--- src/rtl/radio_cfg_pkg.sv ---
package radio_cfg_pkg;

	////////////////////////////////////////////////////////////////////////////////
	// Bus geometry.
	localparam int ADR_W = 8;
	localparam int DAT_W = 32;
	localparam int SEL_W = 4;
	localparam int IDX_W = 6;
	localparam int IDX_LSB = 2;

	////////////////////////////////////////////////////////////////////////////////
	// Register indices; the byte address is four times the index.
	localparam logic [IDX_W-1:0] IDX_SWALLOW = 6'h0f;
	localparam logic [IDX_W-1:0] IDX_MAIN_HI = 6'h10;
	localparam logic [IDX_W-1:0] IDX_MAIN_LO = 6'h11;
	localparam logic [IDX_W-1:0] IDX_REF_HI = 6'h12;
	localparam logic [IDX_W-1:0] IDX_REF_LO = 6'h13;
	localparam logic [IDX_W-1:0] IDX_BIAS = 6'h14;
	localparam logic [IDX_W-1:0] IDX_FEE_CTRL = 6'h15;
	localparam logic [IDX_W-1:0] IDX_FEE_VALUE = 6'h16;
	localparam logic [IDX_W-1:0] IDX_MAIN_MODE = 6'h17;

	////////////////////////////////////////////////////////////////////////////////
	// Field layouts.
	localparam int DIV_W = 12;
	localparam int DIV_HI_W = 4;
	localparam int DIV_LO_W = 8;
	localparam int SWALLOW_W = 6;
	localparam int BIAS_W = 8;
	localparam int FEE_CTRL_W = 3;
	localparam int FEE_CTRL_LSB = 1;
	localparam int FEE_W = 8;
	localparam int MODE_W = 2;

	////////////////////////////////////////////////////////////////////////////////
	// Reset values.
	localparam logic [DIV_HI_W-1:0] RST_DIV_HI = 4'h0;
	localparam logic [DIV_LO_W-1:0] RST_DIV_LO = 8'h00;
	localparam logic [SWALLOW_W-1:0] RST_SWALLOW = 6'h00;
	localparam logic [BIAS_W-1:0] RST_BIAS = 8'hb5;
	localparam logic [FEE_CTRL_W-1:0] RST_FEE_CTRL = 3'h0;
	localparam logic [FEE_W-1:0] RST_FEE = 8'h00;
	localparam logic [MODE_W-1:0] RST_MODE = 2'h0;

	////////////////////////////////////////////////////////////////////////////////
	// Main mode codes.
	localparam logic [MODE_W-1:0] MODE_POWER_DOWN = 2'h0;
	localparam logic [MODE_W-1:0] MODE_STANDBY = 2'h1;
	localparam logic [MODE_W-1:0] MODE_RECEIVE = 2'h2;
	localparam logic [MODE_W-1:0] MODE_TRANSMIT = 2'h3;

	typedef enum logic [1:0] {ST_DOWN, ST_STANDBY, ST_RECEIVE, ST_TRANSMIT} op_state_t;

endpackage

--- src/rtl/mode_state_decoder.sv ---
`timescale 1ns/1ps
module mode_state_decoder
(
	// Clock and reset.
	input wire logic clk_i,
	input wire logic rst_i,
	input wire logic ce_i,
	// Mode code.
	input wire logic [radio_cfg_pkg::MODE_W-1:0] mode_code_i,
	// Section enables.
	output logic xtal_osc_en_o,
	output logic synth_en_o,
	output logic rx_chain_en_o,
	output logic tx_chain_en_o
);
	import radio_cfg_pkg::*;

	op_state_t state;

	always_ff @(posedge clk_i)
	begin
		if (rst_i)
			state <= ST_DOWN;
		else if (ce_i)
		begin
			unique case (mode_code_i)
				MODE_POWER_DOWN: state <= ST_DOWN;
				MODE_STANDBY: state <= ST_STANDBY;
				MODE_RECEIVE: state <= ST_RECEIVE;
				MODE_TRANSMIT: state <= ST_TRANSMIT;
			endcase
		end
	end

	// The amplifier stage is not among these enables; it is steered elsewhere.
	// Decoding the held state keeps the enables one enabled cycle behind the mode code.
	always_comb
	begin
		xtal_osc_en_o = (state != ST_DOWN);
		synth_en_o = (state == ST_RECEIVE) || (state == ST_TRANSMIT);
		rx_chain_en_o = (state == ST_RECEIVE);
		tx_chain_en_o = (state == ST_TRANSMIT);
	end

endmodule // mode_state_decoder

--- src/rtl/freq_error_capture.sv ---
`timescale 1ns/1ps
module freq_error_capture
(
	// Clock and reset.
	input wire logic clk_i,
	input wire logic rst_i,
	input wire logic ce_i,
	// Estimator result.
	input wire logic sample_i,
	input wire logic [radio_cfg_pkg::FEE_W-1:0] value_i,
	// Held estimate.
	output logic [radio_cfg_pkg::FEE_W-1:0] value_o
);
	import radio_cfg_pkg::*;

	// Holding the value keeps a read stable while the estimator runs on.
	always_ff @(posedge clk_i)
	begin
		if (rst_i)
			value_o <= RST_FEE;
		else if (ce_i && sample_i)
			value_o <= value_i;
	end

endmodule // freq_error_capture

--- src/rtl/radio_config_register_bank_b.sv ---
`timescale 1ns/1ps
module radio_config_register_bank_b
(
	// Clock, reset and enable.
	input wire logic clk_i,
	input wire logic rst_i,
	input wire logic ce_i,
	// Wishbone slave.
	input wire logic wb_cyc_i,
	input wire logic wb_stb_i,
	input wire logic wb_we_i,
	input wire logic [radio_cfg_pkg::ADR_W-1:0] wb_adr_i,
	input wire logic [radio_cfg_pkg::SEL_W-1:0] wb_sel_i,
	input wire logic [radio_cfg_pkg::DAT_W-1:0] wb_dat_i,
	output logic [radio_cfg_pkg::DAT_W-1:0] wb_dat_o,
	output logic wb_ack_o,
	// Frequency error estimator.
	input wire logic fee_sample_i,
	input wire logic [radio_cfg_pkg::FEE_W-1:0] fee_value_i,
	output logic [radio_cfg_pkg::FEE_CTRL_W-1:0] freq_error_ctrl_o,
	// Synthesizer second divider set.
	output logic [radio_cfg_pkg::DIV_W-1:0] second_main_divide_o,
	output logic [radio_cfg_pkg::DIV_W-1:0] second_ref_divide_o,
	output logic [radio_cfg_pkg::SWALLOW_W-1:0] second_swallow_count_o,
	// Fixed bias settings.
	output logic [radio_cfg_pkg::BIAS_W-1:0] fixed_bias_o,
	// Operating state.
	output logic [radio_cfg_pkg::MODE_W-1:0] main_mode_o,
	output logic xtal_osc_en_o,
	output logic synth_en_o,
	output logic rx_chain_en_o,
	output logic tx_chain_en_o
);
	import radio_cfg_pkg::*;

	////////////////////////////////////////////////////////////////////////////////
	// Storage.
	logic [DIV_HI_W-1:0] second_main_divide_high;
	logic [DIV_LO_W-1:0] second_main_divide_low;
	logic [DIV_HI_W-1:0] second_ref_divide_high;
	logic [DIV_LO_W-1:0] second_ref_divide_low;
	logic [SWALLOW_W-1:0] second_swallow_count;
	logic [BIAS_W-1:0] fixed_bias_settings;
	logic [FEE_CTRL_W-1:0] freq_error_control;
	logic [FEE_W-1:0] freq_error_estimate;
	logic [MODE_W-1:0] main_mode;
	logic [DAT_W-1:0] next_rdata;
	logic req;
	logic wr_commit;

	////////////////////////////////////////////////////////////////////////////////
	// Address decode.
	function automatic logic hit(input logic [ADR_W-1:0] adr, input logic [IDX_W-1:0] idx);
		hit = (adr[ADR_W-1:IDX_LSB] == idx) && (adr[IDX_LSB-1:0] == 2'h0);
	endfunction

	function automatic logic wr_to(input logic commit, input logic [ADR_W-1:0] adr,
		input logic [IDX_W-1:0] idx);
		wr_to = commit && hit(adr, idx);
	endfunction

	assign req = wb_cyc_i && wb_stb_i;

	// A write lands on the edge where the master sees ack, so it is taken exactly once.
	assign wr_commit = ce_i && req && wb_we_i && wb_ack_o && wb_sel_i[0];

	////////////////////////////////////////////////////////////////////////////////
	// Bus handshake: ack one cycle after the request, dropped the cycle after.
	always_ff @(posedge clk_i)
	begin
		if (rst_i)
			wb_ack_o <= 1'b0;
		else if (ce_i)
			wb_ack_o <= req && !wb_ack_o;
	end

	always_comb
	begin
		next_rdata = '0;
		if (hit(wb_adr_i, IDX_SWALLOW))
			next_rdata[SWALLOW_W-1:0] = second_swallow_count;
		if (hit(wb_adr_i, IDX_MAIN_HI))
			next_rdata[DIV_HI_W-1:0] = second_main_divide_high;
		if (hit(wb_adr_i, IDX_MAIN_LO))
			next_rdata[DIV_LO_W-1:0] = second_main_divide_low;
		if (hit(wb_adr_i, IDX_REF_HI))
			next_rdata[DIV_HI_W-1:0] = second_ref_divide_high;
		if (hit(wb_adr_i, IDX_REF_LO))
			next_rdata[DIV_LO_W-1:0] = second_ref_divide_low;
		if (hit(wb_adr_i, IDX_BIAS))
			next_rdata[BIAS_W-1:0] = fixed_bias_settings;
		if (hit(wb_adr_i, IDX_FEE_CTRL))
			next_rdata[FEE_CTRL_LSB+FEE_CTRL_W-1:FEE_CTRL_LSB] = freq_error_control;
		if (hit(wb_adr_i, IDX_FEE_VALUE))
			next_rdata[FEE_W-1:0] = freq_error_estimate;
		if (hit(wb_adr_i, IDX_MAIN_MODE))
			next_rdata[MODE_W-1:0] = main_mode;
	end

	// Unmapped addresses answer with zero; unused bits always read zero.
	always_ff @(posedge clk_i)
	begin
		if (rst_i)
			wb_dat_o <= '0;
		else if (ce_i && req && !wb_ack_o)
			wb_dat_o <= next_rdata;
	end

	////////////////////////////////////////////////////////////////////////////////
	// Divider registers.
	always_ff @(posedge clk_i)
	begin
		if (rst_i)
			second_swallow_count <= RST_SWALLOW;
		else if (wr_to(wr_commit, wb_adr_i, IDX_SWALLOW))
			second_swallow_count <= wb_dat_i[SWALLOW_W-1:0];
	end

	always_ff @(posedge clk_i)
	begin
		if (rst_i)
			second_main_divide_high <= RST_DIV_HI;
		else if (wr_to(wr_commit, wb_adr_i, IDX_MAIN_HI))
			second_main_divide_high <= wb_dat_i[DIV_HI_W-1:0];
	end

	always_ff @(posedge clk_i)
	begin
		if (rst_i)
			second_main_divide_low <= RST_DIV_LO;
		else if (wr_to(wr_commit, wb_adr_i, IDX_MAIN_LO))
			second_main_divide_low <= wb_dat_i[DIV_LO_W-1:0];
	end

	always_ff @(posedge clk_i)
	begin
		if (rst_i)
			second_ref_divide_high <= RST_DIV_HI;
		else if (wr_to(wr_commit, wb_adr_i, IDX_REF_HI))
			second_ref_divide_high <= wb_dat_i[DIV_HI_W-1:0];
	end

	always_ff @(posedge clk_i)
	begin
		if (rst_i)
			second_ref_divide_low <= RST_DIV_LO;
		else if (wr_to(wr_commit, wb_adr_i, IDX_REF_LO))
			second_ref_divide_low <= wb_dat_i[DIV_LO_W-1:0];
	end

	////////////////////////////////////////////////////////////////////////////////
	// Bias, estimator control and mode registers.
	// Reset puts the bias word at its only legal value, so a host that never writes it is still safe.
	always_ff @(posedge clk_i)
	begin
		if (rst_i)
			fixed_bias_settings <= RST_BIAS;
		else if (wr_to(wr_commit, wb_adr_i, IDX_BIAS))
			fixed_bias_settings <= wb_dat_i[BIAS_W-1:0];
	end

	always_ff @(posedge clk_i)
	begin
		if (rst_i)
			freq_error_control <= RST_FEE_CTRL;
		else if (wr_to(wr_commit, wb_adr_i, IDX_FEE_CTRL))
			freq_error_control <= wb_dat_i[FEE_CTRL_LSB+FEE_CTRL_W-1:FEE_CTRL_LSB];
	end

	// Power down only gates the sections; register contents are kept.
	always_ff @(posedge clk_i)
	begin
		if (rst_i)
			main_mode <= RST_MODE;
		else if (wr_to(wr_commit, wb_adr_i, IDX_MAIN_MODE))
			main_mode <= wb_dat_i[MODE_W-1:0];
	end

	////////////////////////////////////////////////////////////////////////////////
	// Outputs and children.
	assign second_main_divide_o = {second_main_divide_high, second_main_divide_low};
	assign second_ref_divide_o = {second_ref_divide_high, second_ref_divide_low};
	assign second_swallow_count_o = second_swallow_count;
	assign fixed_bias_o = fixed_bias_settings;
	assign freq_error_ctrl_o = freq_error_control;
	assign main_mode_o = main_mode;

	mode_state_decoder u_mode
	(
		.clk_i(clk_i),
		.rst_i(rst_i),
		.ce_i(ce_i),
		.mode_code_i(main_mode),
		.xtal_osc_en_o(xtal_osc_en_o),
		.synth_en_o(synth_en_o),
		.rx_chain_en_o(rx_chain_en_o),
		.tx_chain_en_o(tx_chain_en_o)
	);

	freq_error_capture u_fee
	(
		.clk_i(clk_i),
		.rst_i(rst_i),
		.ce_i(ce_i),
		.sample_i(fee_sample_i),
		.value_i(fee_value_i),
		.value_o(freq_error_estimate)
	);
endmodule // radio_config_register_bank_b

--- config.mk ---
export PLATFORM = sky130hd
export DESIGN_NAME = radio_config_register_bank_b
export DESIGN_NICKNAME = d
export VERILOG_FILES = /design/src/rtl/radio_cfg_pkg.sv /design/src/rtl/mode_state_decoder.sv /design/src/rtl/freq_error_capture.sv /design/src/rtl/radio_config_register_bank_b.sv
export SDC_FILE = /design/constraint.sdc
export NUM_CORES = 1
export LEC_CHECK = 0
export ABC_CLOCK_PERIOD_IN_PS = 3390
export BUFFER_PORTS_ARGS = -buffer_cell sky130_fd_sc_hd__buf_2
export CAP_MARGIN = 30
export CORE_MARGIN = 4
export CORE_UTILIZATION = 30
export DETAILED_ROUTE_END_ITERATION = 8
export GPL_TIMING_DRIVEN = 0
export PLACE_DENSITY = 0.54
export SYNTH_ARGS = -nofsm -noshare
export SYNTH_HDL_FRONTEND = slang
export SYNTH_SLANG_ARGS = --single-unit
--- constraint.sdc ---
create_clock -name clk_i -period 3.39 [get_ports clk_i]
set_input_delay 0.1695 -clock clk_i [delete_from_list [all_inputs] [get_ports clk_i]]
set_output_delay 0.1695 -clock clk_i [all_outputs]
set_load 0.005 [all_outputs]
==> impl_metrics.py, run 1 <==
metrics = {
    "floorplanning": {
        "pin_count": 139,
        "fp.dieArea_um2": 12400,
        "core.rowCount": 37,
        "die_w_um": 111,
        "start_util": 0.309,
        "die_h_um": 111,
        "coreArea_um2": 10400,
    },
    "min_path": {
        "min_path_type": "in2reg",
        "holdPathStages": 3,
    },
    "sta": {
        "setup_violations": 0,
        "tightest_slew_ns": 0.681,
        "skew_ns": 0.0121,
        "slew_violations": 0,
        "fmax_mhz": 501,
        "period_share": 0.588,
        "hold_viol_final": 0,
        "rsz0062_at_grt": "no",
        "finalSetupTns_ns": 0,
        "hold_ws_ns": 0.0654,
        "slew_headroom": 0.546,
        "timing.final.crit_period_ns": 1.99,
    },
    "synthesis": {
        "yosysMostFrequentCell": "dfxtp_1",
        "yosys.cell_types.count": 50,
        "synth_warnings": 0,
        "yosys-top-cells-area": "dfxtp_1 39%, mux2i_1 9.4%, nand2_1 6.9%",
        "synth_ff_type": "dfxtp_1",
        "yosysTopAreaCellShare": 0.387,
        "synth_commonest_cells": "62 x dfxtp_1, 59 x nand2_1, 43 x nor2_1, 30 x mux2i_1",
        "synth-seq-cells": 62,
        "synth_area_um2": 3210,
        "synth_area_leader_cell": "dfxtp_1",
        "synth_edf_count": 0,
        "yosysSeqAreaShare": 0.387,
        "synth_cells": 390,
        "async_flop_share": 0,
        "avgSynthCellArea_um2": 8.23,
    },
    "placed_design": {
        "hpwl_um": 8490,
        "gp_congestion": 0.917,
        "io_buffers": 83,
    },
    "cts": {
        "cts_hold_buf": 0,
        "numCtsBuffers": 9,
        "cts-htree-levels": 3,
        "cts.sinks": 62,
        "clk_pin_slew_worst_paths_ns": 0.08,
        "post_cts_resize_count": 0,
        "clock_latency_ns": 0.36,
        "cts_tree": "built",
        "root_buffer": "clkbuf_8",
        "post_cts_buffers": 0,
        "clock_path_buffers": 2,
    },
    "layout": {
        "final_util": 0.396,
        "seq_area_um2": 1240,
        "multi_input_area_um2": 1750,
        "nNetsFinal": 566,
        "fill_cells": 1103,
        "drive_above_1_share": 0.283,
        "diodes": 0,
        "area_delta_synth_final_pct": 27.8,
    },
    "detailed_routing": {
        "post_drt_wl_per_cell_um": 17.1,
        "drc": 0,
        "drt-initial-drc-count": 178,
        "routed_wl_um": 11100,
        "vias_per_cell": 5.02,
        "vias": 3250,
        "first_pass_iters": 4,
        "antenna_left": 0,
    },
    "global_routing": {
        "antenna_found_initial": 0,
        "grt_pass1_vias": 3115,
        "grt_pass1_wl_um": 16900,
        "track_usage": 0.175,
        "grt_remaining_overflow": 0,
        "grt_max_degree": 13,
    },
    "worst_setup_path": {
        "crit_arrival_ns": 2.22,
        "critPathMaxFanout": 10,
        "cp_cell_sequence": "nand3_1, nor2_1, clkbuf_1, nand3_1, mux2i_1, nor2_1",
        "worstPathRequired_ns": 3.62,
        "cp_slowest_cell": "clkbuf_1",
        "critPathLaunchType": "register",
        "worst-setup-path-type": "reg2reg",
        "r2r_cells": 6,
        "end_kind": "register",
        "cpPeakStageDelay_ns": 0.44,
    },
    "pwr": {
        "p_leak_nw": 1.94,
        "ir_worst_vdd_mv": 0.157,
        "finalPower_mw": 1.63,
        "powerDensity_nw_per_um2": 398,
    },
    "job": {
        "maxCapViolCount": 0,
    },
    "outcome": {
        "status": "finished clean",
    },
}
## critical path, delay by kind of cell, from the launching register on
kind	cells	cell delay [ns]
buf+inv	1	0.44
flops	1	0.39
mux	1	0.25
simple gates	4	0.79
## where the power goes
| part | leakage, nW | internal (mW) | switching (mW) |
|---|---|---|---|
| Clock | 0.106 | 0.416 | 0.322 |
| Combinational | 1.33 | 0.0587 | 0.0955 |
| Sequential | 0.501 | 0.735 | 0.00446 |
## kinds of logic (layout without fill, tap and decap cells)
kind of cell / Yosys count / in the layout / synth area share
buffers and inverters: 52 / 151 / 0.0943
flip-flops: 62 / 62 / 0.387
AO/OA/AOI/OAI: 80 / 80 / 0.172
multiplexers: 30 / 30 / 0.0936
other: 1 / 24 / 0.00117
AND/OR/NAND/NOR: 165 / 165 / 0.252
## worst paths after layout
path	from	end	slack (ns)
worst max-delay path	wb_ack_o$_SDFFE_PP0P_	second_ref_divide_high[3]$_SDFFE_PP0P_	1.40
worst min-delay path	fee_value_i[5]	u_fee.value_o[5]$_SDFFE_PP0P_	0.07
worst max register to register	wb_ack_o$_SDFFE_PP0P_	second_ref_divide_high[3]$_SDFFE_PP0P_	1.40
worst min register to register	u_fee.value_o[6]$_SDFFE_PP0P_	u_fee.value_o[6]$_SDFFE_PP0P_	0.46
## state kept, by name, indices dropped and copies added (netlist names)
register and count:
second_ref_divide_low 8, wb_dat_o 8, second_main_divide_low 8, second_ref_divide_high 4, second_main_divide_high 4, wb_ack_o 1, u_fee.value_o 8, fixed_bias_o 8
u_mode.state 2, main_mode_o 2, second_swallow_count_o 6, freq_error_ctrl_o 3
## layout by cell type (no fill, tap or decap), types with 3 or more instances in the layout
| cell | n |
|---|---|
| a211oi_1 | 8 |
| a21oi_1 | 25 |
| a21oi_2 | 7 |
| a221oi_1 | 4 |
| a22o_1 | 3 |
| a31oi_1 | 3 |
| and2_1 | 3 |
| buf_1 | 3 |
| buf_2 | 88 |
| buf_4 | 25 |
| clkbuf_1 | 16 |
| clkbuf_8 | 9 |
| conb_1 | 24 |
| dfxtp_1 | 62 |
| mux2i_1 | 30 |
| nand2_1 | 59 |
| nand2b_1 | 6 |
| nand3_1 | 18 |
| nand3b_1 | 8 |
| nor2_1 | 43 |
| nor3_1 | 7 |
| o21ai_0 | 8 |
| o21bai_1 | 5 |
| o31ai_1 | 3 |
## metal layers
metal	global-route usage	wire length (um)
met2	0.295	5270
met1	0.219	4910
met4	0.0616	209
met5	0	0
met3	0.0391	694
## area by class of cell
type / instances / area share
multi-input cells: 299 / 0.427
flip-flops and latches: 62 / 0.303
repair buffers: 83 / 0.101
plain buffers: 50 / 0.0720
well taps: 136 / 0.0415
clock buffers: 9 / 0.0302
clock inverters: 7 / 0.0238
inverters: 2 / 0.00183
## per-stage QoR
step	instances	setup slack (ns)	area [um2]
finish	648	1.40	4100
global route	648	1.13	4100
global placement	632	1.34	3880
detailed placement	632	1.32	3880
floorplan	413	1.82	3300
CTS	648	1.38	4100
Power figures use the tool's default switching activity.
==> run 2, diff against run 1 <==
- ABC_CLOCK_PERIOD_IN_PS: 3390 -> 1700
- PLACE_DENSITY: 0.54 -> 0.56
- clock period: 3.39 -> 1.7 ns (I/O delays scaled with it)
==> run 2 against run 1 <==
Non-clock buffer count grew 5; core utilization grew 0.47 points; via count shrank 1.8%.
==> impl_metrics.py, run 2 (synthesized netlist as in run 1, its figures left out) <==
metrics = {
    "outcome": {
        "status": "finished clean",
    },
    "sta": {
        "slew_headroom": 0.547,
        "skew_ns": 0.00497,
        "period_share": 0.944,
        "setup_violations": 0,
        "tightest_slew_ns": 0.679,
        "hold_viol_final": 0,
        "timing.final.crit_period_ns": 1.60,
        "rsz0062_at_grt": "yes",
        "slew_violations": 0,
        "fmax_mhz": 623,
        "hold_ws_ns": 0.00389,
    },
    "pwr": {
        "ir_worst_vdd_mv": 0.294,
        "powerDensity_nw_per_um2": 737,
        "p_leak_nw": 1.95,
    },
    "floorplanning": {
        "core.rowCount": 37,
        "die_w_um": 111,
        "pin_count": 139,
        "die_h_um": 111,
        "start_util": 0.309,
        "coreArea_um2": 10400,
        "fp.dieArea_um2": 12400,
    },
    "detailed_routing": {
        "routed_wl_um": 11000,
        "vias": 3192,
        "vias_per_cell": 4.89,
        "antenna_left": 0,
        "drc": 0,
        "post_drt_wl_per_cell_um": 16.8,
        "first_pass_iters": 5,
        "drt-initial-drc-count": 148,
    },
    "layout": {
        "fill_cells": 1107,
        "drive_above_1_share": 0.298,
        "area_delta_synth_final_pct": 29.4,
        "final_util": 0.400,
        "mostFrequentLayoutCell": "buf_2",
        "diodes": 0,
        "nNetsFinal": 571,
        "fin_cells": 653,
        "most-common-layout-cells": "88 x buf_2, 62 x dfxtp_1, 59 x nand2_1",
    },
    "worst_setup_path": {
        "worst-setup-path-type": "reg2reg",
        "worstPathRequired_ns": 1.90,
        "critPathMaxFanout": 10,
        "end_kind": "register",
        "crit_arrival_ns": 1.80,
        "critPathLaunchType": "register",
    },
    "placed_design": {
        "hpwl_um": 8520,
        "io_buffers": 83,
        "gp_congestion": 0.902,
        "numPlacedInstances": 632,
    },
    "cts": {
        "clock_path_buffers": 2,
        "cts_tree": "built",
        "cts-htree-levels": 3,
        "clk_pin_slew_worst_paths_ns": 0.07,
        "cts.sinks": 62,
        "numCtsBuffers": 9,
        "clock_latency_ns": 0.34,
        "root_buffer": "clkbuf_8",
    },
    "global_routing": {
        "track_usage": 0.172,
        "antenna_found_initial": 0,
        "grt_max_degree": 12,
        "grt_remaining_overflow": 0,
        "grt_pass1_vias": 3083,
        "grt_pass1_wl_um": 16900,
    },
    "job": {
        "maxCapViolCount": 0,
    },
    "min_path": {
        "min_path_type": "in2reg",
    },
}
run 2: changes by cell type in the layout (fill, tap and decap cells not counted), moves of 2 or more:
cell           previous run  this run
dlygate4sd3_1             0         4
nor2_1                   43        41
nor2_2                    1         3
clkbuf_2                  0         2
nand3_2                   0         2
nand3_1                  18        16
run 2: cell type report:
type / instances / area [um2] / share of cell area
multi-input cells: 299 / 1780 / 0.428
inverters: 2 / 7.51 / 0.00181
repair buffers: 88 / 463 / 0.112
clock inverters: 6 / 62.6 / 0.0151
plain buffers: 50 / 302 / 0.0726
well taps: 136 / 170 / 0.0410
flip-flops and latches: 62 / 1240 / 0.299
clock buffers: 10 / 128 / 0.0307
run 2: worst max-delay path, cell delays in order, from the launching register on:
cell	delay, ns
dfxtp_1	0.39
nand3_1	0.10
nor2_2	0.23
clkbuf_4	0.28
nand2_1	0.24
nand2_1	0.16
a21oi_2	0.06
run 2: per-stage QoR:
stage	area, um2	power [mW]	setup TNS [ns]	setup slack [ns]
2_1_floorplan	3300	1.69	0	0.210
3_3_place_gp	3880	1.81	-10.67	-0.291
3_5_place_dp	3880	1.81	-10.93	-0.290
4_1_cts	4120	3.08	0	0.00295
5_1_grt	4150	3.16	-0.0199	-0.0134
6_report	4150	3.06	0	0.0960
run 2: power breakdown:
part           internal [mW]  switching, mW
registers               1.47        0.00909
logic                  0.124          0.193
clock network          0.671          0.595
run 2: layer usage:
metal	vias up	share of wire	GRT usage
met3	12	0.058	0.0359
li1	1572	-	-
met4	0	0.016	0.0527
met2	105	0.48	0.291
met1	1503	0.45	0.221
met5	-	0	0
run 2: worst paths after layout:
check | cells after the start | end | slack [ns] | startpoint
setup / recovery | 6 | second_main_divide_low[5]$_SDFFE_PP0P_ | 0.1 | wb_ack_o$_SDFFE_PP0P_
hold reg to reg | 2 | u_fee.value_o[6]$_SDFFE_PP0P_ | 0.46 | u_fee.value_o[6]$_SDFFE_PP0P_
setup reg to reg | 6 | second_main_divide_low[5]$_SDFFE_PP0P_ | 0.1 | wb_ack_o$_SDFFE_PP0P_
hold / removal | 3 | u_fee.value_o[5]$_SDFFE_PP0P_ | 0.004 | fee_value_i[5]
run 2: what timing repair did:
action                                  in CTS  in global routing
pin swaps                                    0                  1
hold buffers                                 4                  0
gates resized for setup                      2                 10
buffers inserted                             0                  1
hold endpoints to repair                     4                  0
endpoints found under the setup margin      40                 37
==> run 3, diff against run 2 <==
- HOLD_SLACK_MARGIN: default -> 0.02
==> run 3 against run 2 <==
Global-route usage grew 0.16 points; non-clock buffer count increased by 6; design area increased by 1.4%; combinational power increased by 3%; via count increased by 0.41%; wire length is 1.0% higher; sequential share of layout area is 0.43 points lower.
==> impl_metrics.py, run 3 (synthesized netlist as in run 1, its figures left out) <==
metrics = {
    "pwr": {
        "switchingPower_uw": 798,
        "power_frac_comb": 0.107,
        "p_sw_frac": 0.260,
        "ir_worst_vdd_mv": 0.290,
        "powerDensity_nw_per_um2": 729,
        "p_leak_nw": 1.98,
        "clkPwrFrac": 0.412,
        "power_frac_seq": 0.481,
        "intPower_mw": 2.27,
        "finalPower_mw": 3.07,
    },
    "sta": {
        "slew_violations": 0,
        "period_share": 0.940,
        "fmax_mhz": 626,
        "slew_headroom": 0.542,
        "hold_viol_final": 0,
        "setup_violations": 0,
        "tightest_slew_ns": 0.686,
        "rsz0062_at_grt": "yes",
        "skew_ns": 0.00501,
        "finalSetupTns_ns": 0,
        "timing.final.crit_period_ns": 1.60,
    },
    "global_routing": {
        "grt_util_met1": 0.221,
        "grt_use_met2": 0.295,
        "grt.busiest_layer": "met2",
        "track_usage": 0.174,
        "grt_max_degree": 12,
        "grt_pass1_vias": 3119,
        "antenna_found_initial": 0,
        "grt_remaining_overflow": 0,
        "grt_pass1_wl_um": 17000,
        "met3_usage": 0.0364,
    },
    "floorplanning": {
        "core.rowCount": 37,
        "die_h_um": 111,
        "coreArea_um2": 10400,
        "pin_count": 139,
        "die_w_um": 111,
        "start_util": 0.309,
        "fp.dieArea_um2": 12400,
    },
    "worst_setup_path": {
        "worstPathRequired_ns": 1.90,
        "reg2reg_to": "second_main_divide_low[5]$_SDFFE_PP0P_",
        "cpPeakStageDelay_ns": 0.39,
        "cp_cell_sequence": "nand3_1, nor2_2, clkbuf_4, nand2_1, nand2_1, a21oi_2",
        "cp_slowest_cell": "dfxtp_1",
        "critical_path.endpoint": "second_main_divide_low[5]$_SDFFE_PP0P_",
        "crit_start": "wb_ack_o$_SDFFE_PP0P_",
        "r2r_cells": 6,
        "critPathLaunchType": "register",
        "end_kind": "register",
        "crit_arrival_ns": 1.80,
        "r2r_start": "wb_ack_o$_SDFFE_PP0P_",
        "reg2reg_slack_ns": 0.10,
        "cp_common_cell": "nand2_1",
        "critPathMaxFanout": 10,
        "worst-setup-path-type": "reg2reg",
    },
    "layout": {
        "fin_area_um2": 4210,
        "most-common-layout-cells": "88 x buf_2, 62 x dfxtp_1, 59 x nand2_1",
        "drive_above_1_share": 0.294,
        "nNetsFinal": 577,
        "multi_input_area_um2": 1780,
        "seq_area_um2": 1240,
        "mostFrequentLayoutCell": "buf_2",
        "area_delta_synth_final_pct": 31.2,
        "fill_cells": 1102,
        "diodes": 0,
    },
    "placed_design": {
        "dpl-instance-area_um2": 3880,
        "io_buffers": 83,
        "gp_congestion": 0.902,
        "hpwl_um": 8520,
    },
    "detailed_routing": {
        "vias_per_cell": 4.86,
        "vias": 3205,
        "routed_wl_um": 11100,
        "antenna_left": 0,
        "drt-initial-drc-count": 177,
        "post_drt_wl_per_cell_um": 16.8,
        "first_pass_iters": 4,
        "drc": 0,
    },
    "outcome": {
        "status": "finished clean",
    },
    "cts": {
        "root_buffer": "clkbuf_8",
        "cts.sinks": 62,
        "numCtsBuffers": 9,
        "clock_path_buffers": 2,
        "cts-htree-levels": 3,
        "clk_pin_slew_worst_paths_ns": 0.07,
        "cts_tree": "built",
        "clock_latency_ns": 0.34,
    },
    "min_path": {
        "min_path_type": "in2reg",
    },
    "job": {
        "maxCapViolCount": 0,
    },
}
[run 3: cell types whose count changed in the layout (fill, tap and decap cells not counted)]
cell,change
dlygate4sd3_1,+6
[run 3: layer usage]
| layer | share of wire | up-vias |
|---|---|---|
| met5 | 0 | - |
| met3 | 0.069 | 9 |
| met2 | 0.48 | 113 |
| met4 | 0.015 | 0 |
| met1 | 0.44 | 1496 |
| li1 | - | 1587 |
[run 3: power groups by stage]
stage                     clock network (mW)  logic [mW]  registers, mW
after floorplan                            0       0.187           1.51
after global placement                     0       0.300           1.51
after detailed placement                   0       0.303           1.51
after CTS                               1.29       0.322           1.48
after global routing                    1.34       0.361           1.48
final                                   1.27       0.328           1.48
[run 3: what timing repair did]
action / CTS / global route
setup buffers: 0 / 1
hold buffers: 10 / 0
pin swaps: 0 / 1
hold endpoints to repair: 13 / 0
gates resized for setup: 2 / 10
endpoints found under the setup margin: 40 / 37
[run 3: per-stage QoR]
step           utilization  hold slack (ns)  cells  setup WS [ns]
3_5_place_dp         0.374            0.346    632         -0.290
5_1_grt              0.406           0.0252    659        -0.0135
6_report             0.406           0.0227    659          0.102
3_3_place_gp         0.374            0.339    632         -0.291
2_1_floorplan            -            0.209    413          0.210
4_1_cts              0.403           0.0202    658        0.00295
[run 3: worst min path at each step]
stage / from / end / slack (ns) / cells after the start
2_1_floorplan: wb_dat_i[0] / fixed_bias_o[0]$_SDFFE_PP1P_ / 0.21 / 2
3_3_place_gp: wb_dat_i[7] / fixed_bias_o[7]$_SDFFE_PP1P_ / 0.34 / 3
3_5_place_dp: wb_dat_i[7] / fixed_bias_o[7]$_SDFFE_PP1P_ / 0.35 / 3
4_1_cts: wb_dat_i[5] / fixed_bias_o[5]$_SDFFE_PP1P_ / 0.02 / 3
5_1_grt: wb_dat_i[5] / fixed_bias_o[5]$_SDFFE_PP1P_ / 0.03 / 3
6_report: wb_dat_i[5] / fixed_bias_o[5]$_SDFFE_PP1P_ / 0.02 / 3
[run 3: final cells by class]
type | count | share of cell area
Multi-Input combinational cell | 299 | 0.422
Sequential cell | 62 | 0.295
Timing Repair Buffer | 94 | 0.124
Buffer | 50 | 0.0716
Tap cell | 136 | 0.0404
Clock buffer | 10 | 0.0303
Clock inverter | 6 | 0.0149
Inverter | 2 | 0.00178
[run 3: worst max-delay path, delay by kind of cell (launching register included)]
family / cells / cell delay, ns
and+or+nand+nor: 4 / 0.72
DFF: 1 / 0.39
buffers and inverters: 1 / 0.28
AOI/OAI and AO/OA: 1 / 0.06
